**src/rtl/iaus_pkg.sv**
```systemverilog
// iaus_pkg: constants and types of the programming sequencer.
// assumes one clock domain; all byte fields are 8 bits wide.
package iaus_pkg;
  localparam logic [7:0]  CMD_PROGRAM    = 8'h14;
  localparam logic [1:0]  MODE_AUTH      = 2'h0;
  localparam logic [1:0]  MODE_PROG      = 2'h1;
  localparam logic [1:0]  MODE_VERIFY    = 2'h2;
  localparam logic [7:0]  AUTH_OK        = 8'h00;
  localparam logic [7:0]  AUTH_CORRUPT   = 8'h01;
  localparam logic [7:0]  AUTH_LOWVER    = 8'h05;
  localparam logic [7:0]  AUTH_BADID     = 8'h0a;
  localparam logic [7:0]  AUTH_OUTDATED  = 8'h0b;
  localparam logic [7:0]  AUTH_NOVERIFY  = 8'h0c;
  localparam logic [7:0]  STAT_OK        = 8'h00;
  localparam logic [7:0]  STAT_AUTH      = 8'h01;
  localparam logic [7:0]  STAT_PROG      = 8'h02;
  localparam logic [7:0]  FLASH_READ     = 8'h03;
  localparam logic [23:0] DIR_UPD_OFF    = 24'h000006;
  localparam logic [31:0] BLANK_ADDR     = 32'hffffffff;
  localparam logic [15:0] LAST_ADDR      = 16'h0003;
  localparam logic [15:0] LAST_DIR       = 16'h0005;
  localparam logic [15:0] HDR_ID         = 16'h0000;
  localparam logic [15:0] HDR_VLO        = 16'h0001;
  localparam logic [15:0] HDR_VHI        = 16'h0002;
  localparam logic [15:0] HDR_FLG        = 16'h0003;
  localparam logic [15:0] HDR_LLO        = 16'h0004;
  localparam logic [15:0] HDR_LHI        = 16'h0005;
  localparam int          FLG_VERIFY_OK  = 0;
  localparam int          FLG_OUTDATED   = 1;

  typedef enum logic [4:0] {
    ST_IDLE = 5'h00,
    ST_OPT  = 5'h01,
    ST_ADR  = 5'h03,
    ST_BHD  = 5'h02,
    ST_PAY  = 5'h06,
    ST_WRT  = 5'h07,
    ST_GAP  = 5'h05,
    ST_CHK  = 5'h04,
    ST_RSP  = 5'h0c,
    ST_RST  = 5'h0d,
    ST_SND  = 5'h08,
    ST_RDD  = 5'h09,
    ST_DEC  = 5'h0b
  } iaus_state_type;
endpackage : iaus_pkg

```
**src/rtl/iaus_sequencer.sv**
```systemverilog
// iaus_sequencer: in-application programming and power-up auto update sequencer.
// assumes requester, nvm port and auto-start come from the clk domain; miso is a pin.
`timescale 1ns/100ps
`default_nettype none
module iaus_sequencer #(
  parameter logic [7:0] DEVICE_ID = 8'h5a, // value is arbitrary
  parameter int         SPI_DIV   = 2
) (
  input  wire logic        clk,                 // 10 MHz system clock
  input  wire logic        rstn,                // async reset, active low
  input  wire logic        inValid,             // communication block byte valid
  input  wire logic  [7:0] inByte,              // communication block byte
  output logic             inReady,             // byte taken when valid and ready
  output logic             respValid,           // one-cycle response pulse
  output logic       [7:0] respStatus,          // response status
  output logic       [7:0] authErrorCode,       // authorization error code
  input  wire logic [15:0] minimumVersionFloor, // lowest allowed design version
  input  wire logic [15:0] currentVersion,      // version now programmed
  input  wire logic        autoEnable,          // auto update enabled
  input  wire logic        autoStart,           // power-up start pulse
  output logic             nvmReq,              // nvm operation request
  output logic             nvmWrite,            // 1 write, 0 read back
  output logic      [15:0] nvmAddr,             // nvm byte address
  output logic       [7:0] nvmWdata,            // nvm write data
  input  wire logic        nvmDone,             // nvm operation finished pulse
  input  wire logic  [7:0] nvmRdata,            // nvm read data at nvmDone
  output logic             busMasterLock,       // exclusive bus lock
  output logic             deviceReset,         // one-cycle whole device reset
  output logic             spiSclk,             // flash clock
  output logic             spiMosi,             // flash data out
  input  wire logic        spiMiso,             // flash data in
  output logic             spiCsN,              // flash select, active low
  output logic             spiOeN,              // port pins enable, low drives
  output logic             extraSlaveSelectA,   // extra select level
  output logic             extraSlaveSelectB,   // extra select level
  output logic             extraSlaveSelectC,   // extra select level
  output logic             extraSlaveSelectD,   // extra select level
  output logic             extraSelectOeN       // extra selects enable, low drives
);
  if (SPI_DIV < 1)
  begin : g_chk
    $error("SPI_DIV must be at least 1");
  end

  typedef struct packed {
    iaus_pkg::iaus_state_type st;
    logic [15:0] cnt;
    logic [15:0] len;
    logic [15:0] ver;
    logic [7:0]  flg;
    logic [7:0]  devId;
    logic [1:0]  mode;
    logic        fromFlash;
    logic        dirPh;
    logic [31:0] addr;
    logic [7:0]  data;
    logic [7:0]  csum;
    logic [7:0]  code;
    logic [7:0]  status;
    logic [15:0] nvmA;
    logic        pend;
    logic        spiGo;
    logic [7:0]  spiTx;
    logic        csN;
    logic        autoAct;
    logic        lock;
    logic        nvmReq;
    logic        nvmWr;
    logic        rdy;
    logic        respV;
    logic        rst;
    logic        oeN;
    logic        xOeN;
  } iaus_seq_type;

  iaus_seq_type s;
  iaus_seq_type n;
  logic         spiDone;
  logic [7:0]   spiRx;

  function automatic logic needByte(input iaus_pkg::iaus_state_type st);
    needByte = st inside {iaus_pkg::ST_IDLE, iaus_pkg::ST_OPT, iaus_pkg::ST_ADR,
                          iaus_pkg::ST_BHD, iaus_pkg::ST_PAY, iaus_pkg::ST_SND,
                          iaus_pkg::ST_RDD};
  endfunction : needByte

  function automatic logic [7:0] sndByte(input logic [15:0] c, input logic [31:0] a);
    unique case (c[1:0])
      2'h0: sndByte = iaus_pkg::FLASH_READ;
      2'h1: sndByte = a[23:16];
      2'h2: sndByte = a[15:8];
      2'h3: sndByte = a[7:0];
    endcase
  endfunction : sndByte

  function automatic logic [7:0] authCheck(input logic [7:0] id, input logic [15:0] v,
                                           input logic [7:0] f, input logic [1:0] m,
                                           input logic [15:0] floor);
    if (id != DEVICE_ID)
      authCheck = iaus_pkg::AUTH_BADID;
    else if (f[iaus_pkg::FLG_OUTDATED])
      authCheck = iaus_pkg::AUTH_OUTDATED;
    else if (v < floor)
      authCheck = iaus_pkg::AUTH_LOWVER;
    else if (m == iaus_pkg::MODE_VERIFY && !f[iaus_pkg::FLG_VERIFY_OK])
      authCheck = iaus_pkg::AUTH_NOVERIFY;
    else
      authCheck = iaus_pkg::AUTH_OK;
  endfunction : authCheck

  always_comb
  begin
    logic       got;
    logic [7:0] b;
    got = 1'b0;
    b = 8'h00;
    n = s;
    n.spiGo = 1'b0;
    n.respV = (s.st == iaus_pkg::ST_RSP);
    n.rst = (s.st == iaus_pkg::ST_RST);
    if (s.fromFlash)
    begin
      got = spiDone;
      b = spiRx;
    end
    else
    begin
      got = inValid && s.rdy;
      b = inByte;
    end
    if (spiDone)
      n.pend = 1'b0;
    if (s.fromFlash && needByte(s.st) && !s.pend)
    begin
      n.spiGo = 1'b1;
      n.pend = 1'b1;
      n.spiTx = (s.st == iaus_pkg::ST_SND) ? sndByte(s.cnt, s.addr) : 8'h00;
    end
    unique case (s.st)
      iaus_pkg::ST_IDLE:
      begin
        if (autoStart && autoEnable)
        begin
          n.fromFlash = 1'b1;
          n.autoAct = 1'b1;
          n.dirPh = 1'b1;
          n.csN = 1'b0;
          n.addr = {8'h00, iaus_pkg::DIR_UPD_OFF};
          n.cnt = '0;
          n.mode = iaus_pkg::MODE_PROG;
          n.code = iaus_pkg::AUTH_OK;
          n.status = iaus_pkg::STAT_OK;
          n.csum = 8'h00;
          n.st = iaus_pkg::ST_SND;
        end
        else if (got && b == iaus_pkg::CMD_PROGRAM)
        begin
          n.code = iaus_pkg::AUTH_OK;
          n.status = iaus_pkg::STAT_OK;
          n.csum = 8'h00;
          n.st = iaus_pkg::ST_OPT;
        end
      end
      iaus_pkg::ST_OPT:
      begin
        if (got)
        begin
          n.mode = b[1:0];
          n.cnt = '0;
          n.st = iaus_pkg::ST_ADR;
          if (b[1:0] > iaus_pkg::MODE_VERIFY)
          begin
            n.code = iaus_pkg::AUTH_CORRUPT;
            n.status = iaus_pkg::STAT_AUTH;
            n.st = iaus_pkg::ST_RSP;
          end
        end
      end
      iaus_pkg::ST_ADR:
      begin
        if (got)
        begin
          n.addr = {b, s.addr[31:8]};
          n.cnt = s.cnt + 16'h1;
          if (s.cnt == iaus_pkg::LAST_ADDR)
          begin
            n.cnt = '0;
            n.st = iaus_pkg::ST_BHD;
          end
        end
      end
      iaus_pkg::ST_SND:
      begin
        if (got)
        begin
          n.cnt = s.cnt + 16'h1;
          if (s.cnt == iaus_pkg::LAST_ADDR)
          begin
            n.cnt = '0;
            n.st = s.dirPh ? iaus_pkg::ST_RDD : iaus_pkg::ST_BHD;
          end
        end
      end
      iaus_pkg::ST_RDD:
      begin
        if (got)
        begin
          if (s.cnt <= iaus_pkg::LAST_ADDR)
            n.addr = {b, s.addr[31:8]};
          else
            n.ver = {b, s.ver[15:8]};
          n.cnt = s.cnt + 16'h1;
          if (s.cnt == iaus_pkg::LAST_DIR)
          begin
            n.csN = 1'b1;
            n.st = iaus_pkg::ST_DEC;
          end
        end
      end
      iaus_pkg::ST_DEC:
      begin
        n.cnt = '0;
        if (s.addr == iaus_pkg::BLANK_ADDR)
        begin
          n.code = iaus_pkg::AUTH_CORRUPT;
          n.status = iaus_pkg::STAT_AUTH;
          n.st = iaus_pkg::ST_RSP;
        end
        else if (s.ver > currentVersion)
        begin
          n.dirPh = 1'b0;
          n.csN = 1'b0;
          n.st = iaus_pkg::ST_SND;
        end
        else
        begin
          n.mode = iaus_pkg::MODE_AUTH;
          n.st = iaus_pkg::ST_RSP;
        end
      end
      iaus_pkg::ST_BHD:
      begin
        if (got)
        begin
          n.csum = s.csum ^ b;
          n.cnt = s.cnt + 16'h1;
          unique case (s.cnt)
            iaus_pkg::HDR_ID:  n.devId = b;
            iaus_pkg::HDR_VLO,
            iaus_pkg::HDR_VHI: n.ver = {b, s.ver[15:8]};
            iaus_pkg::HDR_FLG: n.flg = b;
            iaus_pkg::HDR_LLO: n.len = {b, s.len[15:8]};
            default:
            begin
              n.len = {b, s.len[15:8]};
              n.cnt = '0;
              if (s.code == iaus_pkg::AUTH_OK)
                n.code = authCheck(s.devId, s.ver, s.flg, s.mode, minimumVersionFloor);
              n.st = iaus_pkg::ST_PAY;
            end
          endcase
        end
      end
      iaus_pkg::ST_PAY:
      begin
        if (got && s.cnt == s.len)
        begin
          if (b != s.csum && s.code == iaus_pkg::AUTH_OK)
          begin
            n.code = iaus_pkg::AUTH_CORRUPT;
            n.status = iaus_pkg::STAT_AUTH;
          end
          else if (s.code != iaus_pkg::AUTH_OK)
            n.status = iaus_pkg::STAT_AUTH;
          n.csN = 1'b1;
          n.st = iaus_pkg::ST_RSP;
        end
        else if (got)
        begin
          n.csum = s.csum ^ b;
          n.data = b;
          n.nvmA = s.cnt;
          n.cnt = s.cnt + 16'h1;
          if (s.code == iaus_pkg::AUTH_OK && s.status == iaus_pkg::STAT_OK)
          begin
            if (s.mode == iaus_pkg::MODE_PROG)
              n.st = iaus_pkg::ST_WRT;
            else if (s.mode == iaus_pkg::MODE_VERIFY)
              n.st = iaus_pkg::ST_CHK;
          end
        end
      end
      iaus_pkg::ST_WRT:
      begin
        if (nvmDone)
          n.st = iaus_pkg::ST_GAP;
      end
      iaus_pkg::ST_GAP:
      begin
        n.st = iaus_pkg::ST_CHK;
      end
      iaus_pkg::ST_CHK:
      begin
        if (nvmDone)
        begin
          if (nvmRdata != s.data)
            n.status = iaus_pkg::STAT_PROG;
          n.st = iaus_pkg::ST_PAY;
        end
      end
      iaus_pkg::ST_RSP:
      begin
        n.fromFlash = 1'b0;
        n.autoAct = 1'b0;
        n.csN = 1'b1;
        n.pend = 1'b0;
        if (s.mode == iaus_pkg::MODE_PROG && s.status == iaus_pkg::STAT_OK &&
            s.code == iaus_pkg::AUTH_OK)
          n.st = iaus_pkg::ST_RST;
        else
          n.st = iaus_pkg::ST_IDLE;
      end
      iaus_pkg::ST_RST:
      begin
        n.st = iaus_pkg::ST_IDLE;
      end
      default:
      begin
        n.st = iaus_pkg::ST_IDLE;
      end
    endcase
    n.rdy = !n.fromFlash && needByte(n.st);
    n.lock = (n.st == iaus_pkg::ST_WRT) || (n.st == iaus_pkg::ST_CHK);
    n.nvmReq = n.lock;
    n.nvmWr = (n.st == iaus_pkg::ST_WRT);
    n.oeN = !(n.autoAct && !n.csN);
    n.xOeN = !n.autoAct;
  end

  always_ff @(posedge clk or negedge rstn)
  begin
    if (!rstn)
    begin
      s <= '0;
      s.csN <= 1'b1;
      s.oeN <= 1'b1;
      s.xOeN <= 1'b1;
    end
    else
    begin
      s <= n;
    end
  end

  iaus_spi_byte #(.DIV(SPI_DIV)) u_spi (
    .clk    (clk),
    .rstn   (rstn),
    .start  (s.spiGo),
    .txByte (s.spiTx),
    .done   (spiDone),
    .rxByte (spiRx),
    .sclk   (spiSclk),
    .mosi   (spiMosi),
    .miso   (spiMiso)
  );

  assign inReady           = s.rdy;
  assign respValid         = s.respV;
  assign respStatus        = s.status;
  assign authErrorCode     = s.code;
  assign nvmReq            = s.nvmReq;
  assign nvmWrite          = s.nvmWr;
  assign nvmAddr           = s.nvmA;
  assign nvmWdata          = s.data;
  assign busMasterLock     = s.lock;
  assign deviceReset       = s.rst;
  assign spiCsN            = s.csN;
  assign spiOeN            = s.oeN;
  assign extraSlaveSelectA = s.autoAct;
  assign extraSlaveSelectB = s.autoAct;
  assign extraSlaveSelectC = s.autoAct;
  assign extraSlaveSelectD = s.autoAct;
  assign extraSelectOeN    = s.xOeN;
endmodule : iaus_sequencer
`default_nettype wire

```
**src/rtl/iaus_spi_byte.sv**
```systemverilog
// iaus_spi_byte: one-byte spi mode 0 shift engine for the flash port.
// assumes the caller drives chip select and starts only while idle.
`timescale 1ns/100ps
`default_nettype none
module iaus_spi_byte #(
  parameter int DIV = 2
) (
  input  wire logic       clk,     // system clock
  input  wire logic       rstn,    // async reset, active low
  input  wire logic       start,   // start a byte while idle
  input  wire logic [7:0] txByte,  // byte to send
  output logic            done,    // one-cycle pulse, rxByte valid
  output logic      [7:0] rxByte,  // byte received
  output logic            sclk,    // spi clock
  output logic            mosi,    // spi data out
  input  wire logic       miso     // spi data in, from pin
);
  localparam int DW = $clog2(DIV) + 1;
  if (DIV < 1)
  begin : g_chk
    $error("DIV must be at least 1");
  end

  typedef struct packed {
    logic [DW-1:0] div;
    logic [2:0]    bits;
    logic          busy;
    logic          sclk;
    logic [7:0]    tx;
    logic [7:0]    rx;
    logic          done;
    logic          m0;
    logic          m1;
    logic          smp0;
    logic          smp1;
    logic          lst0;
    logic          lst1;
    logic          full;
  } iaus_spi_type;

  iaus_spi_type s;
  iaus_spi_type n;

  always_comb
  begin
    n = s;
    n.done = 1'b0;
    n.m0 = miso;
    n.m1 = s.m0;
    n.smp0 = 1'b0;
    n.lst0 = 1'b0;
    n.smp1 = s.smp0;
    n.lst1 = s.lst0;
    // miso reaches m1 two cycles late: take the bit that stood at the rising edge
    if (s.smp1)
    begin
      n.rx = {s.rx[6:0], s.m1};
      if (s.lst1)
      begin
        n.full = 1'b1;
      end
    end
    if (start && !s.busy)
    begin
      n.busy = 1'b1;
      n.tx = txByte;
      n.bits = 3'h0;
      n.div = '0;
      n.sclk = 1'b0;
    end
    else if (s.busy)
    begin
      n.div = s.div + DW'(1);
      if (s.div == DW'(DIV - 1))
      begin
        n.div = '0;
        n.sclk = !s.sclk;
        if (!s.sclk)
        begin
          n.smp0 = 1'b1;
          n.lst0 = (s.bits == 3'h7);
        end
        else
        begin
          n.tx = {s.tx[6:0], 1'b0};
          n.bits = s.bits + 3'h1;
          if (s.bits == 3'h7)
          begin
            n.busy = 1'b0;
          end
        end
      end
    end
    // done waits for both the last sample and the last falling edge
    if (n.full && !n.busy)
    begin
      n.full = 1'b0;
      n.done = 1'b1;
    end
  end

  always_ff @(posedge clk or negedge rstn)
  begin
    if (!rstn)
    begin
      s <= '0;
    end
    else
    begin
      s <= n;
    end
  end

  assign done   = s.done;
  assign rxByte = s.rx;
  assign sclk   = s.sclk;
  assign mosi   = s.tx[7];
endmodule : iaus_spi_byte
`default_nettype wire

```
**config.mk**
```make
export PLATFORM = sky130hd
export DESIGN_NAME = iaus_sequencer
export DESIGN_NICKNAME = d
export VERILOG_FILES = /design/src/rtl/iaus_pkg.sv /design/src/rtl/iaus_sequencer.sv /design/src/rtl/iaus_spi_byte.sv
export SDC_FILE = /design/constraint.sdc
export NUM_CORES = 1
export LEC_CHECK = 0
export BUFFER_PORTS_ARGS = -buffer_cell sky130_fd_sc_hd__clkbuf_2
export CORE_ASPECT_RATIO = 1.75
export CORE_MARGIN = 4
export CORE_UTILIZATION = 28
export DETAILED_ROUTE_END_ITERATION = 6
export GPL_TIMING_DRIVEN = 0
export HOLD_SLACK_MARGIN = 0.08
export PLACE_DENSITY_LB_ADDON = 0.3
export SLEW_MARGIN = 5
export SYNTH_ARGS = -nofsm -noshare
export SYNTH_HDL_FRONTEND = slang
export SYNTH_SLANG_ARGS = --single-unit
```
**constraint.sdc**
```tcl
create_clock -name clk -period 7.6 [get_ports clk]
set_input_delay 1.9 -clock clk [delete_from_list [all_inputs] [get_ports clk]]
set_output_delay 1.9 -clock clk [all_outputs]
set_load 0.03 [all_outputs]
```
; Yosys cells after proc, flatten, opt, wreduce, memory -nomap -nowiden
; Index checks and enable logic that the tools add are counted.
[totals]
register_bits = 203
input_bits = 55
out_inout_bits = 55
elab_cells = 279
[op_classes]
addsub = 3
n_lt_le_gt_ge = 4
n_eq_ne = 62
muxes = 103
bitwise_logic = 3
n_reduce_logical = 63
[ops]
columns = cell, n
row1 = $mux 16, 11
row2 = $mux 21, 8
row3 = $mux 8, 17
row4 = $pmux 16 s8, 1
row5 = $mux 32, 3
row6 = $pmux 32 s3, 1
row7 = $pmux 8 s5, 2
row8 = $mux 69, 1
row9 = $pmux 5 s12, 1
row10 = $mux 5, 10
row11 = $mux 24, 2
row12 = $mux 15, 3
row13 = $mux 36, 1
row14 = $eq 5x3->1 const B, 7
row15 = $eq 5x4->1 const B, 7
row16 = $eq 16x2->1 const B, 2
row17 = $eq 16x3->1 const B, 2
row18 = $eq 32x32->1 const B, 1
row19 = $pmux 16 s2, 1
row20 = $pmux 8 s4, 1
row21 = $ne 2x2->1 const B, 15
row22 = $pmux 8 s3, 1
row23 = $mux 1, 23
row24 = $eq 5x2->1 const B, 4
row25 = other kinds (48), 113

; Depth between registers and ports, before layout
; Gate-level depths: netlist of run 1.
[depth]
ltp_word = 10
mapped_depth = 12

; By module
; A second synthesis of run 1 with hierarchy kept.
[hier_totals]
cells_unflattened = 1050
hier_area_um2 = 10141.0
[modules_own_cells]
columns = mod, n_inst, cells_each, area_each_um2
row1 = iaus_sequencer, 1, 952, 8862.2
row2 = iaus_spi_byte, 1, 98, 1278.7

; Worst setup path before layout of run 1
; Ideal clock, no wire load.
[synth_path]
path_type = input-to-reg
startpoint = in currentVersion[9]
endpoint = reg s[102] in the netlist's numbering
setup_time_ps = 125
arrival_ps = 3647
path_slack_ps = 3828
path_stages = 10
cell_sequence = inv_1 -> ha_1 -> a21oi_1 -> nor2_1 -> a2111oi_0 -> o21ai_0 -> o21ai_0 -> nand2_1 -> a21oi_1 -> mux2_2
[synth_via]
elab_chain_cells = 3
[synth_rtl]
columns = element, line_no
row1 = "start, declared", iaus_sequencer.sv:18  ; input wire logic [15:0] currentVersion,
row2 = $gt 16x16->1, iaus_sequencer.sv:229  ; else if (s.ver > currentVersion)
row3 = $ne 2x2->1 (no line), --
row4 = $reduce_and 5->1 (no line), --
row5 = "end signal, assigned", iaus_sequencer.sv:351  ; s <= n;
row6 = "end, declared", iaus_sequencer.sv:76  ; iaus_seq_type s;
; No other way between the ends.
; A chain may end at the register's enable or synchronous reset.

==> results of run 1 <==
## registers in the layout (all words and copies together), names as in the netlist, 2 cells and up
name	cells
nvmWdata	8
u_spi.s	17
respStatus	2
authErrorCode	4
s	117
u_spi.rxByte	8
u_spi.n	3
nvmAddr	16
## stage by stage
stage,worst slack (ns),hold WS [ns],cell area [sq um],power (uW),cells
2_1_floorplan,3.83,0.331,10200,1360,1078
3_3_place_gp,0.954,0.335,11300,1530,1647
5_1_grt,2.89,0.367,11900,2500,1679
4_1_cts,2.99,0.354,11900,2420,1679
6_report,3.12,0.353,11900,2390,1679
3_5_place_dp,2.56,0.340,11300,1540,1648
## final cells by class
| class | instances | area [sq um] |
|---|---|---|
| buffer | 96 | 582 |
| clock buffer | 21 | 440 |
| clock inverter | 10 | 120 |
| fill | 3734 | 24100 |
| inverter | 45 | 169 |
| multi-input combinational | 750 | 4750 |
| sequential | 187 | 4680 |
| tap | 470 | 588 |
| timing repair buffer | 100 | 532 |
## synth_stat cells (3+ instances only)
library cell	instances	area [sq um]
mux2i_1	3	30.0
nor4_1	11	68.8
nand3_1	18	90.1
mux2i_2	4	55.1
o21ai_1	44	220
a22oi_1	10	75.1
nand2_1	166	623
o31ai_1	32	240
a21oi_1	51	255
a222oi_1	6	60.1
or3_1	6	37.5
buf_6	5	56.3
nand3b_1	5	37.5
and3_1	22	138
xnor2_1	32	280
or2_2	3	18.8
nor2b_1	16	100
nor2_2	3	18.8
a211oi_1	5	37.5
nor3_2	3	30.0
dfstp_2	3	78.8
a21o_1	12	90.1
buf_2	12	60.1
nand4_1	24	150
nor3_1	8	40.0
buf_4	45	338
o21ai_0	66	330
dfrtp_1	184	4600
nor4_4	4	85.1
nand2b_1	11	68.8
mux2_1	6	67.6
a31oi_1	3	18.8
inv_1	43	161
mux2_2	33	372
nor2_1	55	206
ha_1	38	475
clkbuf_1	32	120
## how the worst min path moves through the flow
stage / end / slack (ns) / depth (start not counted)
6_report: u_spi.s[3] / 0.35 / 0
5_1_grt: u_spi.s[3] / 0.37 / 0
4_1_cts: u_spi.s[3] / 0.35 / 0
3_5_place_dp: u_spi.s[3] / 0.34 / 0
3_3_place_gp: u_spi.s[3] / 0.33 / 0
2_1_floorplan: u_spi.s[1] / 0.33 / 0
## worst reg2reg max path: cells and delay by family, from the launching register on
kind,cells,cell delay (ns)
AND/OR/NAND/NOR,5,1.35
AO/OA/AOI/OAI,3,0.70
buffers and inverters,2,0.44
flip-flops,1,0.50
adder cells (fa/ha/maj),1,0.22
## cells by family after synthesis
kind of cell	count (synthesis)	share of synthesized area
mux	46	0.0517
buf+inv	141	0.0740
simple gates	369	0.182
fa+ha+maj	38	0.0469
flops	187	0.462
xor+xnor	34	0.0294
other cells	1	0.000370
compound gates	252	0.154
## per-layer routing
metal,vias to the layer above,wire length [microns]
met3,75,1300
met5,-,27
met4,4,1210
met2,238,15600
li1,3956,-
met1,3901,11100
## power by group through the flow
stage	sequential, uW	combinational [uW]	clock (uW)
global route	1110	449	940
finish	1100	406	877
global placement	1120	405	0
floorplan	1120	240	0
CTS	1110	413	901
detailed placement	1120	413	0
==> results.cfg, run 1 <==
[run_status]
outcome = finished, final reports clean

[synthesis]
yosysSeqAreaShare = 0.462
yosysUniqueCellTypes = 72
avgSynthCellArea_sq_um = 9.50
syn_inst = 1068
synth_edf_count = 0
ys_ff_latch = 187
yosysWarnings = 0
synth_area_sq_um = 10100
ys.flop_type = dfrtp_1
async_reset_ff_frac = 1.00

[clock_network]
clkTransAtPathRegs_ns = 0.07
post_cts_buffers = 0
cts.htree.levels = 4
cts_tree = built
ctsHoldBuffers = 0
clock_latency_ns = 0.45
cts_resized = 0
cts_buffers = 17
clockBufferDepth = 2
cts-root-buf = clkbuf_16
cts_sinks = 187

[placed_design]
post-dp-hpwl_microns = 22200
gp_congestion = 0.912
io_buffers = 99

[grt]
grt_max_degree = 103
grt_use_met1 = 0.162
grt_pass1_wl_microns = 46200
met3_usage = 0.0321
grt_pass1_vias = 8270
overflow = 0
grt-busiest-layer = met2
grtUsageMet2 = 0.270
antenna_found_initial = 2
grt_usage = 0.148

[critical_path]
arrival_ns = 4.76
cp-start-kind = input port
crit_cells = 11
critPathRequiredTime_ns = 7.88
crit_path_max_fanout = 4
path_common_cell = o21ai_0
crit_path_top_delay_cell = nor4_1
endpoint_kind = flip-flop
r2r-start = s[152]
r2r-end = nvmReq
crit_buf_inv = 2
critPathTopFamily = compound AO/OA/AOI/OAI gates
rr_worst_depth = 11
path_cells = clkbuf_2, inv_1, ha_1, a21oi_1, nor2_1, a2111oi_0, o21ai_0, o21ai_0, o21ai_0, and3_1, nor4_1
max_stage_delay_ns = 0.55
cp-endpoint = nvmReq
critical_path_class = in -> reg
crit_start = currentVersion[9]
reg2reg_slack_ns = 4.23

[finish]
final_common_cell = dfrtp_1
finalNetCount = 1290
drive_gt1_frac = 0.211
n_antenna_cell = 0
final_cell_mix = dfrtp_1 (184), nand2_1 (166), clkbuf_2 (98)
final_core_util = 0.330
syn2layout_area_growth_pct = 17.0

[sta]
fin_worst_skew_ns = 0.0103
period_minus_slack_ns = 4.48
max_freq_mhz = 223
finalSetupViolations = 0
tns_ns = 0
timing.final.crit_share = 0.589
worst_pin_slew_ns = 1.32
slew_violations = 0
maxSlewHeadroom = 0.0963
hold_viol = 0
rsz0062_at_grt = no

[route]
dr.pass1.iters = 5
antenna_left = 0
vias_per_cell = 4.87
wire_per_inst_microns = 17.4
first_iter_violations = 520
via_count = 8174
drc = 0
drt-total-wl_microns = 29200

[min_path]
holdCritStartpoint = u_spi.n[3]
min_path_type = reg -> reg

[power]
power.share.sequential = 0.463
intPower_uw = 1680
p_sw_frac = 0.298
ir_drop_mv = 0.129
clockPowerShare = 0.367
net-switching-power_uw = 712
combinationalPowerShare = 0.170
power_density_nw_per_um2 = 201
power.leakage_uw = 0.00570

[die]
coreArea_sq_um = 35900
die_h_microns = 260
die_area_sq_um = 39500
rows = 92
chipWidth_microns = 152
io_pins = 110
initial_core_util = 0.282

[job]
drv_cap = 0
No activity file was read; power rests on OpenSTA's default activity.
==> inputs of run 2 (changes only) <==
- ABC_AREA: default -> 1
- clock period: 7.6 -> 4 ns (I/O delays scaled with it)
==> run 2 against run 1 <==
- the run now ends with DRC left
- via count is 15% higher
- synthesized area is 5.5% higher
- routed wire length is 8.2% higher
- non-clock buffer count is 11 lower
- setup slack worse by 1.7 ns
- largest cell class unchanged
- highest routed layer is now met4
==> results.cfg, run 2 <==
[run_status]
outcome = finished, violations left
violations = DRC

[synthesis]
synth_area_sq_um = 10700
yosysUniqueCellTypes = 49
avgSynthCellArea_sq_um = 7.75
async_reset_ff_frac = 1.00
ys.flop_type = dfrtp_1
synth_edf_count = 0
synth_most_common_cell = nand2_1
yosysSeqAreaShare = 0.438
yosys.area.top_type = dfrtp_1
synth_top_area_frac = 0.430
synth_common_cells = nand2_1 (415), dfrtp_1 (184), inv_1 (142), o21ai_0 (97), nor2_1 (96)
yosysWarnings = 0
syn_inst = 1381
synth.area.top_cells = dfrtp_1 (43%), nand2_1 (15%), inv_1 (5.0%), o21ai_0 (4.5%), ha_1 (4.4%)
ys_ff_latch = 187

[placed_design]
io_buffers = 99
post_dp_cell_area_sq_um = 11900
gp_congestion = 0.911
dp.cells = 1972
post-dp-hpwl_microns = 24600

[critical_path]
path_cells = inv_1, ha_1, clkbuf_1, inv_1, nor3_1, nand2_1, nand2_1, nor2_1, nand3_1, nand3_1, a21oi_1
r2r-start = s[153]
arrival_ns = 2.94
cp-start-kind = flip-flop
crit_buf_inv = 3
critical_path_class = reg -> reg
critPathTopFamily = simple AND/OR/NAND/NOR gates
crit_path_top_delay_cell = dfrtp_1
crit_path_max_fanout = 9
crit_start = s[153]
max_stage_delay_ns = 0.45
critPathRequiredTime_ns = 4.36
endpoint_kind = flip-flop

[grt]
met3_usage = 0.0276
grt-busiest-layer = met2
grtUsageMet2 = 0.285
overflow = 0
grt_use_met1 = 0.163
grt_pass1_wl_microns = 49100
grt_pass1_vias = 9114
antenna_found_initial = 0
grt_usage = 0.152
grt_max_degree = 77

[die]
coreArea_sq_um = 37600
die_h_microns = 267
rows = 94
initial_core_util = 0.284
chipWidth_microns = 156
io_pins = 110
die_area_sq_um = 41500

[sta]
slew_violations = 0
timing.final.crit_share = 0.645
holdWs_ns = 0.350
max_freq_mhz = 387
period_minus_slack_ns = 2.58
rsz0062_at_grt = no
hold_viol = 0
fin_worst_skew_ns = 0.0106
finalSetupViolations = 0
worst_pin_slew_ns = 0.612
maxSlewHeadroom = 0.591

[finish]
final_cells = 2004
final_core_util = 0.331
largest-register = s
syn2layout_area_growth_pct = 16.6
drive_gt1_frac = 0.173
stdcell_area_sq_um = 12500
final_cell_mix = nand2_1 (415), dfrtp_1 (184), inv_1 (142)
largest_register_ffs = 117
n_antenna_cell = 0
finalNetCount = 1604
final_common_cell = nand2_1

[clock_network]
cts.htree.levels = 4
cts_sinks = 187
cts_buffers = 17
clock_latency_ns = 0.45
clkTransAtPathRegs_ns = 0.08
cts_resized = 0
cts-root-buf = clkbuf_16
ctsHoldBuffers = 0
post_cts_buffers = 0
clockBufferDepth = 2
cts_tree = built

[min_path]
holdCritStartpoint = u_spi.n[3]
min_path_type = reg -> reg

[power]
finalPower_uw = 5270
power_density_nw_per_um2 = 423
power.leakage_uw = 0.00623
ir_drop_mv = 0.245

[route]
first_iter_violations = 673
dr.pass1.iters = 7
via_count = 9431
drc = 16
drt-total-wl_microns = 31600
wire_per_inst_microns = 15.8
antenna_left = 0
vias_per_cell = 4.71

[job]
drv_cap = 0
-- run 2: changes by cell type in the layout (fill, tap and decap cells not counted), sizes merged, moves of 14 or more --
cell / delta
inv: +117
mux2: -39
clkbuf: -17
xnor2: -27
o21ai: +14
a21oi: -15
and3: -22
nor2b: -16
nand3: +77
nor4: -14
nor2: +57
nand2: +260
-- run 2: worst paths after layout --
kind	slack, ns	endpoint	depth (start not counted)
max in group asynchronous	2.77	spiCsN	2
worst max-delay path	1.42	inReady	11
min in group asynchronous	0.47	nvmAddr[4]	1
worst min-delay path	0.35	u_spi.s[3]	0
worst max register to register	1.42	inReady	11
worst min register to register	0.35	u_spi.s[3]	0
-- run 2: stage by stage --
step                      worst slack [ns]  setup TNS (ns)
after detailed placement             0.977               0
after floorplan                       1.69               0
final                                 1.42               0
after CTS                             1.41               0
after global routing                  1.21               0
after global placement               -1.80         -328.96
-- run 2: layout make-up --
| class | instances | area [sq um] |
|---|---|---|
| Fill cell | 4078 | 25200 |
| Multi-Input combinational cell | 960 | 4890 |
| Sequential cell | 187 | 4680 |
| Inverter | 160 | 603 |
| Tap cell | 480 | 601 |
| Timing Repair Buffer | 101 | 559 |
| Buffer | 84 | 557 |
| Clock buffer | 19 | 433 |
| Clock inverter | 13 | 141 |
-- run 2: layer usage --
metal | vias to the layer above | share of wire | wire length [microns]
met5 | - | 0 | 0
met2 | 241 | 0.54 | 17000
met4 | 0 | 0.041 | 1300
met3 | 61 | 0.040 | 1250
li1 | 4664 | - | -
met1 | 4465 | 0.38 | 12100
-- run 2: kinds of logic after synthesis --
| group | after synthesis | share of synthesized area |
|---|---|---|
| compound gates | 222 | 0.122 |
| xor+xnor | 18 | 0.0147 |
| fa+ha+maj | 38 | 0.0444 |
| buf+inv | 244 | 0.108 |
| flops | 187 | 0.438 |
| other cells | 1 | 0.000350 |
| simple gates | 671 | 0.272 |
-- run 2: where the power goes --
group	internal (uW)	leakage [uW]	total, uW	switching (uW)
Clock	925	0.000286	1700	772
Sequential	2040	0.00253	2150	109
Combinational	403	0.00341	1430	1020
Total	3370	0.00623	5270	1900
